--- config.mk ---
export PLATFORM = sky130hd
export DESIGN_NAME = cisr_top
export DESIGN_NICKNAME = d
export VERILOG_FILES = /design/src/verilog/cisr_top.v
export VERILOG_INCLUDE_DIRS = /design/src /design/src/verilog
export SDC_FILE = /design/constraint.sdc
export NUM_CORES = 1
export LEC_CHECK = 0
export BUFFER_PORTS_ARGS = -buffer_cell sky130_fd_sc_hd__buf_2
export CORE_MARGIN = 5
export CORE_UTILIZATION = 30
export DETAILED_ROUTE_END_ITERATION = 12
export HOLD_SLACK_MARGIN = 0.1
export SLEW_MARGIN = 10
export SYNTH_ARGS = -nofsm -noshare
export SYNTH_HDL_FRONTEND = slang
export SYNTH_SLANG_ARGS = --single-unit
export TNS_END_PERCENT = 5
--- constraint.sdc ---
create_clock -name clock_i -period 2 [get_ports clock_i]
set_input_delay 0.2 -clock clock_i [delete_from_list [all_inputs] [get_ports clock_i]]
set_output_delay 0.2 -clock clock_i [all_outputs]
set_load 0.05 [all_outputs]
--- src/verilog/cisr_regs.vh ---
// Register map and field constants of the signal routing control block.
`ifndef CISR_REGS_VH
`define CISR_REGS_VH

// ---------------------------------------------
// Bus geometry
// ---------------------------------------------
`define CISR_AW          8
`define CISR_IDX_MSB     7
`define CISR_IDX_LSB     2

// ---------------------------------------------
// Register indices (byte address is four times)
// ---------------------------------------------
`define CISR_IDX_CTRL    6'h00
`define CISR_IDX_BP      6'h01
`define CISR_IDX_ABP     6'h02
`define CISR_IDX_STAT    6'h03

// ---------------------------------------------
// Control fields
// ---------------------------------------------
`define CISR_G0_EN       0
`define CISR_G1_EN       1
`define CISR_FAST_SEL    3
`define CISR_CBP_SEL     4
`define CISR_FAST_BLK    5
`define CISR_NORM_BLK    6
`define CISR_BP_MSB      2
`define CISR_ST_NORM     0
`define CISR_ST_FAST     1

// ---------------------------------------------
// Reset values and responses
// ---------------------------------------------
`define CISR_BIT_RST     1'h0
`define CISR_BP_RST      3'h0
`define CISR_ABP_RST     3'h0
`define CISR_RESP_OKAY   2'h0
`define CISR_RESP_SLVERR 2'h2
`define CISR_ZERO32      32'h00000000

`endif

--- src/verilog/cisr_top.v ---
// CPU interface signal routing control with its AXI4-Lite register slave.
//
// Our own choices: register access over AXI4-Lite and the address map.
`timescale 1ns/1ns
`include "cisr_regs.vh"

// Contract
// - Normal signalling off: bypass normal line passes unless normal block bit set.
// - Fast signalling off: bypass fast line passes unless fast block bit set.
// - Earlier architecture version: both block bits reserved, no function.
// - Common select clear: group 0 uses binary point, group 1 aliased one.
// - Common select set: both groups use the binary point register.
// - Group 0 goes on normal line if route select 0, fast if 1.
// - Group 1 always goes on the normal line.
// - Group 0 enable bit gates signalling of group 0 interrupts.
// - Group 1 enable bit gates signalling of group 1 interrupts.
module cisr_top #(
  parameter ARCH_V2 = 1
) (
  input  wire                  clock_i,
  input  wire                  rstn_i,
  input  wire [`CISR_AW-1:0]   s_axi_awaddr_i,
  input  wire                  s_axi_awvalid_i,
  output wire                  s_axi_awready_o,
  input  wire [31:0]           s_axi_wdata_i,
  input  wire [3:0]            s_axi_wstrb_i,
  input  wire                  s_axi_wvalid_i,
  output wire                  s_axi_wready_o,
  output wire [1:0]            s_axi_bresp_o,
  output wire                  s_axi_bvalid_o,
  input  wire                  s_axi_bready_i,
  input  wire [`CISR_AW-1:0]   s_axi_araddr_i,
  input  wire                  s_axi_arvalid_i,
  output wire                  s_axi_arready_o,
  output wire [31:0]           s_axi_rdata_o,
  output wire [1:0]            s_axi_rresp_o,
  output wire                  s_axi_rvalid_o,
  input  wire                  s_axi_rready_i,
  input  wire                  grp0_pend_i,
  input  wire                  grp1_pend_i,
  input  wire                  bypass_normal_i,
  input  wire                  bypass_fast_i,
  output wire                  normal_interrupt_line_o,
  output wire                  fast_interrupt_line_o,
  output wire [`CISR_BP_MSB:0] grp0_preempt_bp_o,
  output wire [`CISR_BP_MSB:0] grp1_preempt_bp_o
);

  // ---------------------------------------------
  // Reset synchroniser
  // ---------------------------------------------
  reg rst_meta_r;
  reg rstn_r;

  // Release is synchronised so no flop sees a runt deassertion.
  always @(posedge clock_i or negedge rstn_i) begin
    if (!rstn_i) begin
      rst_meta_r <= 1'b0;
      rstn_r     <= 1'b0;
    end else begin
      rst_meta_r <= 1'b1;
      rstn_r     <= rst_meta_r;
    end
  end

  // ---------------------------------------------
  // Decode helpers
  // ---------------------------------------------
  // Returns the word index of a byte address.
  function [5:0] word_idx;
    input [`CISR_AW-1:0] addr;
    begin
      word_idx = addr[`CISR_IDX_MSB:`CISR_IDX_LSB];
    end
  endfunction

  // High when the address selects a mapped register.
  function mapped;
    input [`CISR_AW-1:0] addr;
    reg   [5:0]          idx;
    begin
      idx    = addr[`CISR_IDX_MSB:`CISR_IDX_LSB];
      mapped = (idx == `CISR_IDX_CTRL) || (idx == `CISR_IDX_BP) ||
               (idx == `CISR_IDX_ABP) || (idx == `CISR_IDX_STAT);
    end
  endfunction

  // ---------------------------------------------
  // Control state
  // ---------------------------------------------
  reg                  g0_en_r;
  reg                  g1_en_r;
  reg                  fast_sel_r;
  reg                  cbp_sel_r;
  reg                  fast_blk_r;
  reg                  norm_blk_r;
  reg [`CISR_BP_MSB:0] bp_r;
  reg [`CISR_BP_MSB:0] abp_r;
  reg                  norm_line_r;
  reg                  fast_line_r;
  reg [`CISR_BP_MSB:0] g0_bp_r;
  reg [`CISR_BP_MSB:0] g1_bp_r;

  // ---------------------------------------------
  // Write channel
  // ---------------------------------------------
  reg                awready_r;
  reg                wready_r;
  reg                aw_full_r;
  reg                w_full_r;
  reg [`CISR_AW-1:0] awaddr_r;
  reg [31:0]         wdata_r;
  reg                wlane0_r;
  reg                bvalid_r;
  reg [1:0]          bresp_r;

  wire aw_take = s_axi_awvalid_i & awready_r;
  wire w_take  = s_axi_wvalid_i & wready_r;
  wire do_wr   = aw_full_r & w_full_r;
  wire wr_ctrl = do_wr & wlane0_r & (word_idx(awaddr_r) == `CISR_IDX_CTRL);
  wire wr_bp   = do_wr & wlane0_r & (word_idx(awaddr_r) == `CISR_IDX_BP);
  wire wr_abp  = do_wr & wlane0_r & (word_idx(awaddr_r) == `CISR_IDX_ABP);

  // Address and data are captured in either order; the response
  // is raised once both are held, then the channel reopens.
  always @(posedge clock_i or negedge rstn_r) begin
    if (!rstn_r) begin
      awready_r <= 1'b1;
      wready_r  <= 1'b1;
      aw_full_r <= 1'b0;
      w_full_r  <= 1'b0;
      awaddr_r  <= {`CISR_AW{1'b0}};
      wdata_r   <= `CISR_ZERO32;
      wlane0_r  <= 1'b0;
      bvalid_r  <= 1'b0;
      bresp_r   <= `CISR_RESP_OKAY;
    end else begin
      if (aw_take) begin
        aw_full_r <= 1'b1;
        awready_r <= 1'b0;
        awaddr_r  <= s_axi_awaddr_i;
      end
      if (w_take) begin
        w_full_r <= 1'b1;
        wready_r <= 1'b0;
        wdata_r  <= s_axi_wdata_i;
        wlane0_r <= s_axi_wstrb_i[0];
      end
      if (do_wr) begin
        aw_full_r <= 1'b0;
        w_full_r  <= 1'b0;
        bvalid_r  <= 1'b1;
        bresp_r   <= mapped(awaddr_r) ? `CISR_RESP_OKAY : `CISR_RESP_SLVERR;
      end
      if (bvalid_r && s_axi_bready_i) begin
        bvalid_r  <= 1'b0;
        awready_r <= 1'b1;
        wready_r  <= 1'b1;
      end
    end
  end

  // ---------------------------------------------
  // Register storage
  // ---------------------------------------------
  // All fields sit in byte lane 0, so only that strobe matters.
  always @(posedge clock_i or negedge rstn_r) begin
    if (!rstn_r) begin
      g0_en_r    <= `CISR_BIT_RST;
      g1_en_r    <= `CISR_BIT_RST;
      fast_sel_r <= `CISR_BIT_RST;
      cbp_sel_r  <= `CISR_BIT_RST;
      fast_blk_r <= `CISR_BIT_RST;
      norm_blk_r <= `CISR_BIT_RST;
      bp_r       <= `CISR_BP_RST;
      abp_r      <= `CISR_ABP_RST;
    end else begin
      if (wr_ctrl) begin
        g0_en_r    <= wdata_r[`CISR_G0_EN];
        g1_en_r    <= wdata_r[`CISR_G1_EN];
        fast_sel_r <= wdata_r[`CISR_FAST_SEL];
        cbp_sel_r  <= wdata_r[`CISR_CBP_SEL];
        if (ARCH_V2 != 0) begin
          fast_blk_r <= wdata_r[`CISR_FAST_BLK];
          norm_blk_r <= wdata_r[`CISR_NORM_BLK];
        end
      end
      if (wr_bp) begin
        bp_r <= wdata_r[`CISR_BP_MSB:0];
      end
      if (wr_abp) begin
        abp_r <= wdata_r[`CISR_BP_MSB:0];
      end
    end
  end

  // ---------------------------------------------
  // Read channel
  // ---------------------------------------------
  reg        arready_r;
  reg        rvalid_r;
  reg [31:0] rdata_r;
  reg [1:0]  rresp_r;
  reg [31:0] rd_word;

  // Read data mux; unused and reserved bits read as zero.
  always @* begin
    rd_word = `CISR_ZERO32;
    case (word_idx(s_axi_araddr_i))
      `CISR_IDX_CTRL: begin
        rd_word[`CISR_G0_EN]    = g0_en_r;
        rd_word[`CISR_G1_EN]    = g1_en_r;
        rd_word[`CISR_FAST_SEL] = fast_sel_r;
        rd_word[`CISR_CBP_SEL]  = cbp_sel_r;
        rd_word[`CISR_FAST_BLK] = fast_blk_r;
        rd_word[`CISR_NORM_BLK] = norm_blk_r;
      end
      `CISR_IDX_BP: begin
        rd_word[`CISR_BP_MSB:0] = bp_r;
      end
      `CISR_IDX_ABP: begin
        rd_word[`CISR_BP_MSB:0] = abp_r;
      end
      `CISR_IDX_STAT: begin
        rd_word[`CISR_ST_NORM] = norm_line_r;
        rd_word[`CISR_ST_FAST] = fast_line_r;
      end
      default: begin
        rd_word = `CISR_ZERO32;
      end
    endcase
  end

  // One read in flight; the address is refused while data waits.
  always @(posedge clock_i or negedge rstn_r) begin
    if (!rstn_r) begin
      arready_r <= 1'b1;
      rvalid_r  <= 1'b0;
      rdata_r   <= `CISR_ZERO32;
      rresp_r   <= `CISR_RESP_OKAY;
    end else if (s_axi_arvalid_i && arready_r) begin
      arready_r <= 1'b0;
      rvalid_r  <= 1'b1;
      rdata_r   <= rd_word;
      rresp_r   <= mapped(s_axi_araddr_i) ? `CISR_RESP_OKAY : `CISR_RESP_SLVERR;
    end else if (rvalid_r && s_axi_rready_i) begin
      arready_r <= 1'b1;
      rvalid_r  <= 1'b0;
    end
  end

  // ---------------------------------------------
  // Interrupt routing
  // ---------------------------------------------
  reg                  g0_sig;
  reg                  g1_sig;
  reg                  norm_on;
  reg                  fast_on;
  reg                  norm_nxt;
  reg                  fast_nxt;
  reg [`CISR_BP_MSB:0] g1_bp_nxt;

  // A line counts as signalling-disabled when no enabled group is
  // routed to it; only then may the bypass input reach the core.
  always @* begin
    g0_sig  = g0_en_r & grp0_pend_i;
    g1_sig  = g1_en_r & grp1_pend_i;
    norm_on = g1_en_r | (g0_en_r & ~fast_sel_r);
    fast_on = g0_en_r & fast_sel_r;
    norm_nxt = (g0_sig & ~fast_sel_r) | g1_sig;
    fast_nxt = g0_sig & fast_sel_r;
    if (!norm_on) begin
      norm_nxt = bypass_normal_i & ~norm_blk_r;
    end
    if (!fast_on) begin
      fast_nxt = bypass_fast_i & ~fast_blk_r;
    end
    g1_bp_nxt = cbp_sel_r ? bp_r : abp_r;
  end

  // Lines and preemption selects are registered to keep outputs glitch free.
  always @(posedge clock_i or negedge rstn_r) begin
    if (!rstn_r) begin
      norm_line_r <= 1'b0;
      fast_line_r <= 1'b0;
      g0_bp_r     <= `CISR_BP_RST;
      g1_bp_r     <= `CISR_BP_RST;
    end else begin
      norm_line_r <= norm_nxt;
      fast_line_r <= fast_nxt;
      g0_bp_r     <= bp_r;
      g1_bp_r     <= g1_bp_nxt;
    end
  end

  // ---------------------------------------------
  // Output assignments
  // ---------------------------------------------
  assign s_axi_awready_o         = awready_r;
  assign s_axi_wready_o          = wready_r;
  assign s_axi_bresp_o           = bresp_r;
  assign s_axi_bvalid_o          = bvalid_r;
  assign s_axi_arready_o         = arready_r;
  assign s_axi_rdata_o           = rdata_r;
  assign s_axi_rresp_o           = rresp_r;
  assign s_axi_rvalid_o          = rvalid_r;
  assign normal_interrupt_line_o = norm_line_r;
  assign fast_interrupt_line_o   = fast_line_r;
  assign grp0_preempt_bp_o       = g0_bp_r;
  assign grp1_preempt_bp_o       = g1_bp_r;

endmodule
==> results of run 1 <==
-- layout make-up --
cell class                 count  area (um^2)
clock buffer                   8        90.09
fill                         736         4569
inverter                       4        15.01
multi-input combinational    110        790.8
sequential                    52         1306
tap                           99        123.9
timing repair buffer          61        357.8
-- cell usage in the layout, fill, tap and decap left out --
master	n
nand2_1	18
o21ai_2	1
or3_4	1
nor2_1	3
nand3_1	1
and4bb_2	1
o21ai_1	3
nor4_2	1
o21ai_0	5
a22o_1	3
nor2b_1	1
a221o_1	1
buf_4	1
nor4b_1	1
clkbuf_8	6
inv_1	4
nand4b_1	1
mux4_2	2
nand4_1	1
mux2i_1	4
dlygate4sd3_1	7
buf_2	52
buf_12	1
dfrtp_1	48
and2_1	1
mux2_2	29
nand3b_1	2
or4_4	1
dfstp_2	3
clkbuf_1	2
conb_1	28
and3_1	1
dfrtp_2	1
-- kinds of logic (layout without fill, tap and decap cells) --
group / after synthesis / count (layout)
other: 2 / 28
flip-flops: 52 / 52
multiplexers: 35 / 35
AND/OR/NAND/NOR: 34 / 34
buffers and inverters: 32 / 73
AO/OA/AOI/OAI: 13 / 13
-- registers in the layout, indices dropped and copies added, names as in the netlist, 3 cells and up --
signal             count
s_axi_rdata_o          7
wdata_r                7
awaddr_r               6
abp_r                  3
bp_r                   3
grp0_preempt_bp_o      3
grp1_preempt_bp_o      3
-- power groups by stage --
stage,registers (mW),clock network [mW],logic [mW]
floorplan,1.66,0,0.426
global placement,1.50,0,0.714
detailed placement,1.51,0,0.727
CTS,1.49,0.630,0.742
global route,1.52,0.686,0.797
finish,1.49,0.602,0.735
-- per-layer routing --
metal	global-route usage [%]	wire length (um)	vias up
met5	0	0	-
met4	3.910	53	0
met3	3.909	546	8
met2	15.30	1849	71
met1	11.97	1746	656
li1	-	-	658
-- through the flow --
| stage | hold WS [ps] | utilization [%] |
|---|---|---|
| 4_1_cts | 112.9 | 37.00 |
| 6_report | 123.1 | 37.00 |
| 3_3_place_gp | -14.71 | 34.79 |
| 5_1_grt | 106.0 | 37.00 |
| 3_5_place_dp | -13.67 | 34.79 |
| 2_1_floorplan | -95.59 | - |
-- final timing paths --
check	cells after the start	to	from	slack (ps)
min in group asynchronous	2	rstn_r	rstn_i	200
worst max register to register	3	cbp_sel_r	awaddr_r[5]	420
worst max-delay path	3	cbp_sel_r	awaddr_r[5]	420
worst min-delay path	2	awaddr_r[5]	s_axi_awaddr_i[5]	120
max in group asynchronous	1	cbp_sel_r	rstn_r	1160
worst min register to register	0	awaddr_r[4]	rstn_r	290
==> results.json, run 1 <==
{
  "status": "completed",
  "critical_path_class": "flop to flop",
  "drive_above_1_share_pct": 42.55,
  "yosysMostFrequentCell": "dfrtp_1",
  "hpwl_um": 3261,
  "wirelength_um": 4195,
  "drc_errors": 0,
  "synthCells": 168,
  "grt_pass1_wl_um": 6706,
  "antenna_found_initial": 0,
  "grt_pass1_vias": 1425,
  "fmax_mhz": 631.2,
  "ctsHtreeMaxLevel": 2,
  "max_stage_delay_ps": 390,
  "drt_iter0_drc": 17,
  "critical_path.max_fanout": 6,
  "slew-limit-headroom_pct": 57.52,
  "synthSimpleGateAreaFrac_pct": 8.497,
  "finalPower_mw": 2.823,
  "synth_top_family_by_area": "multiplexers",
  "critical_path_buf_inv_count": 0,
  "fin_cells": 334,
  "async_flop_share_pct": 100.0,
  "io_pins": 112,
  "worst_slew_pin_slew_ps": 637.2,
  "nets": 297,
  "p_leak_nw": 1.339,
  "synth_edf_count": 0,
  "synth_compound_area_share_pct": 3.827,
  "synth_cell_type_count": 27,
  "ys_ff_latch": 52,
  "start_kind": "flop",
  "ir_worst_vdd_mv": 0.6391,
  "insertion_delay_ps": 300,
  "ctsHoldBuffers": 7,
  "grt_use_total_pct": 9.765,
  "synth.area.top_cells": "dfrtp_1 55%, mux2_2 15%, buf_4 9.5%",
  "grt-ovfl-total": 0,
  "place_ws_ps": 404.7,
  "synth.area.mux_share_pct": 18.51,
  "p_sw_mw": 0.9528,
  "switching_share_pct": 33.75,
  "worstHoldPathType": "input port to flop",
  "finalHoldViolCount": 0,
  "cts_resized": 0,
  "synth_fa_ha_area_share_pct": 0,
  "rsz0062_at_grt": "false",
  "yosysWarnings": 0,
  "start_util_pct": 30.65,
  "cp_cell_sequence": "nor4_2 > and4bb_2 > mux2_2",
  "synthFlopType": "dfrtp_1",
  "syn_area_mm2": 0.002223,
  "synth_top_cell_by_area": "dfrtp_1",
  "timing.final.ws_setup_ps": 415.8,
  "ant_nets": 0,
  "port_buffers": 52,
  "fin_crit_sh_pct": 79.21,
  "die_y_um": 96.09,
  "clkPwrFrac_pct": 21.3,
  "min_period_ps": 1584,
  "finClkSkew_ps": 7.767,
  "wl_per_cell_um": 12.56,
  "yosys.area.top_type_share_pct": 55.15,
  "first_pass_iters": 4,
  "pwr_density_cell_mw_per_mm2": 1052,
  "rows": 31,
  "cts_setup_buffers": 0,
  "tns_ps": 0,
  "antenna_cells": 0,
  "place_inst": 319,
  "finalSetupViolations": 0,
  "vias": 1393,
  "fp.coreArea_mm2": 0.007253,
  "comb_power_share_pct": 26.0,
  "grt_max_degree": 28,
  "required_ps": 2190,
  "synthTopCellsByCount": "49 x dfrtp_1, 29 x mux2_2, 28 x buf_4",
  "internal_power_mw": 1.871,
  "cts_buffers": 5,
  "postPlaceCellArea_mm2": 0.002524,
  "arrival_ps": 1770,
  "die_w_um": 96.09,
  "cpMaxStageDelayCell": "dfrtp_1",
  "cp-end-kind": "flop",
  "finalMaxSlewViolations": 0,
  "postLayoutCellArea_mm2": 0.002684,
  "path_delay_family": "simple AND/OR/NAND/NOR gates",
  "clock_sinks": 52,
  "syn_to_final_growth_pct": 20.71,
  "p_seq_share_pct": 52.6,
  "clk_path_buf_depth": 2,
  "die-area_mm2": 0.009233,
  "synth-xor-area-share_pct": 0,
  "gp_congestion": 0.6931,
  "cts.clk_slew.worst_paths_ps": 90,
  "cap_violations": 0,
  "root_buffer": "clkbuf_8",
  "cts_tree": "built",
  "vias_per_cell": 4.171,
  "synth_area_per_cell_um2": 13.23,
  "yosysSeqAreaShare_pct": 58.69
}
Power figures use the tool's default switching activity.
==> run 2, diff against run 1 <==
Clock period 2 ns to 1.3 ns, I/O delays scaled along.
==> run 2 against run 1 <==
  * The flow now finishes with violations (negative setup slack)
  * Largest cell class unchanged
  * Clock power grew 52%
  * Critical path depth is the same
  * Design area grew 11%
==> results.json, run 2 (synthesis results as in run 1) <==
{
  "required_ps": 1480,
  "busiest_layer": "met2",
  "rsz0062_at_grt": "true",
  "fp.coreArea_mm2": 0.007253,
  "cap_violations": 0,
  "antenna_found_initial": 0,
  "first_pass_iters": 4,
  "r2r_setup_slack_ps": -210,
  "die-area_mm2": 0.009233,
  "place_ws_ps": -264.6,
  "timing.final.ws_setup_ps": -211.4,
  "mostFrequentLayoutCell": "buf_2",
  "clock_sinks": 52,
  "pwr_density_cell_mw_per_mm2": 1527,
  "cp-end-kind": "flop",
  "syn_to_final_growth_pct": 34.21,
  "finClkSkew_ps": 3.452,
  "min_period_ps": 1511,
  "clk_path_buf_depth": 2,
  "gp_congestion": 0.6992,
  "seq_area_mm2": 0.001306,
  "cts_tree": "built",
  "grt_use_total_pct": 10.16,
  "root_buffer": "clkbuf_8",
  "cts.clk_slew.worst_paths_ps": 80,
  "start_util_pct": 30.65,
  "drive_above_1_share_pct": 43.18,
  "rr_worst_depth": 3,
  "vias_per_cell": 4.127,
  "hpwl_um": 3433,
  "critical_path_buf_inv_count": 0,
  "io_pins": 112,
  "finalHoldViolCount": 0,
  "ir_worst_vdd_mv": 0.9530,
  "met3_usage_pct": 3.518,
  "finalSetupViolations": 12,
  "grt-ovfl-total": 0,
  "grt_max_degree": 19,
  "finalMaxSlewViolations": 0,
  "drc_errors": 0,
  "critical_path.max_fanout": 6,
  "wl_per_cell_um": 12.24,
  "grtUsageMet1_pct": 13.01,
  "rows": 31,
  "max_stage_delay_ps": 410,
  "vias": 1498,
  "nets": 326,
  "cpMaxStageDelayCell": "dfrtp_1",
  "port_buffers": 52,
  "die_w_um": 96.09,
  "r2r-end": "g1_en_r",
  "grt_pass1_wl_um": 7238,
  "status": "finished with violations",
  "die_y_um": 96.09,
  "drt_iter0_drc": 28,
  "grt_pass1_vias": 1583,
  "nFillCells": 704,
  "antenna_cells": 0,
  "start_kind": "flop",
  "finalPower_mw": 4.558,
  "wirelength_um": 4442,
  "p_leak_nw": 1.477,
  "violations": "negative setup slack",
  "cts_buffers": 5,
  "arrival_ps": 1690,
  "gr-usage-met2_pct": 16.10,
  "multi_input_area_um2": 828.3,
  "final_util_pct": 41.14,
  "r2r_start": "awaddr_r[6]",
  "ant_nets": 0,
  "insertion_delay_ps": 290,
  "fin_crit_sh_pct": 116.3,
  "path_delay_family": "simple AND/OR/NAND/NOR gates",
  "worstHoldPathType": "input port to async pin",
  "mostFrequentLayoutCells": "50 x buf_2, 48 x dfrtp_1, 28 x conb_1",
  "cp_cell_sequence": "nor4_4 > and4bb_4 > mux2_4",
  "ctsHtreeMaxLevel": 2,
  "fmax_mhz": 661.6,
  "timing.hold.ws_ps": 136.8,
  "critical_path_class": "flop to flop"
}
-- run 2: worst max path at each step --
stage / startpoint / end / slack [ps] / cells past startpoint
after detailed placement: awaddr_r[5] / g1_en_r / -260 / 3
after global placement: awaddr_r[5] / fast_sel_r / -230 / 3
final: awaddr_r[6] / g1_en_r / -210 / 3
after CTS: awaddr_r[6] / g1_en_r / -220 / 3
after floorplan: awaddr_r[5] / cbp_sel_r / -230 / 4
after global routing: awaddr_r[6] / bp_r[0] / -280 / 4
-- run 2: repair_timing --
action / in CTS / in global routing
setup buffers: 0 / 0
endpoints found under the hold margin: 23 / 0
hold buffers: 23 / 0
pin swaps: 3 / 0
resized for setup: 9 / 2
endpoints found under the setup margin: 13 / 17
cloned: 0 / 0
-- run 2: worst register-to-register path: stages (launching register included) --
cell	delay [ps]
dfrtp_1	410
nor4_4	300
and4bb_4	370
mux2_4	320
-- run 2: layer usage --
layer / wire (um) / vias up / part of all wire, %
met2: 1990 / 66 / 45
met3: 458 / 2 / 10
met5: 0 / - / 0
met4: 21 / 0 / 0.47
met1: 1971 / 718 / 44
li1: - / 712 / -
-- run 2: metrics by stage --
stage               std cells  instance area [um^2]  setup TNS (ps)
floorplan                 194                  2322           -2286
global placement          332                  2621           -2573
detailed placement        332                  2621           -2860
CTS                       363                  2979           -2475
global route              363                  2984           -3033
finish                    363                  2984           -2328
-- run 2: final cells by class --
| type | count | share of cell area, % |
|---|---|---|
| clock buffer | 8 | 3.019 |
| tap | 99 | 4.151 |
| multi-input combinational | 110 | 27.76 |
| inverter | 4 | 0.5031 |
| sequential | 52 | 43.77 |
| timing repair buffer | 90 | 20.80 |
-- run 2: where the power goes --
part	leakage [nW]	switching (mW)	internal, mW
clock	0.0455	0.479	0.435
combinational	0.762	0.776	0.602
sequential	0.669	0.265	2.00
total	1.48	1.52	3.04
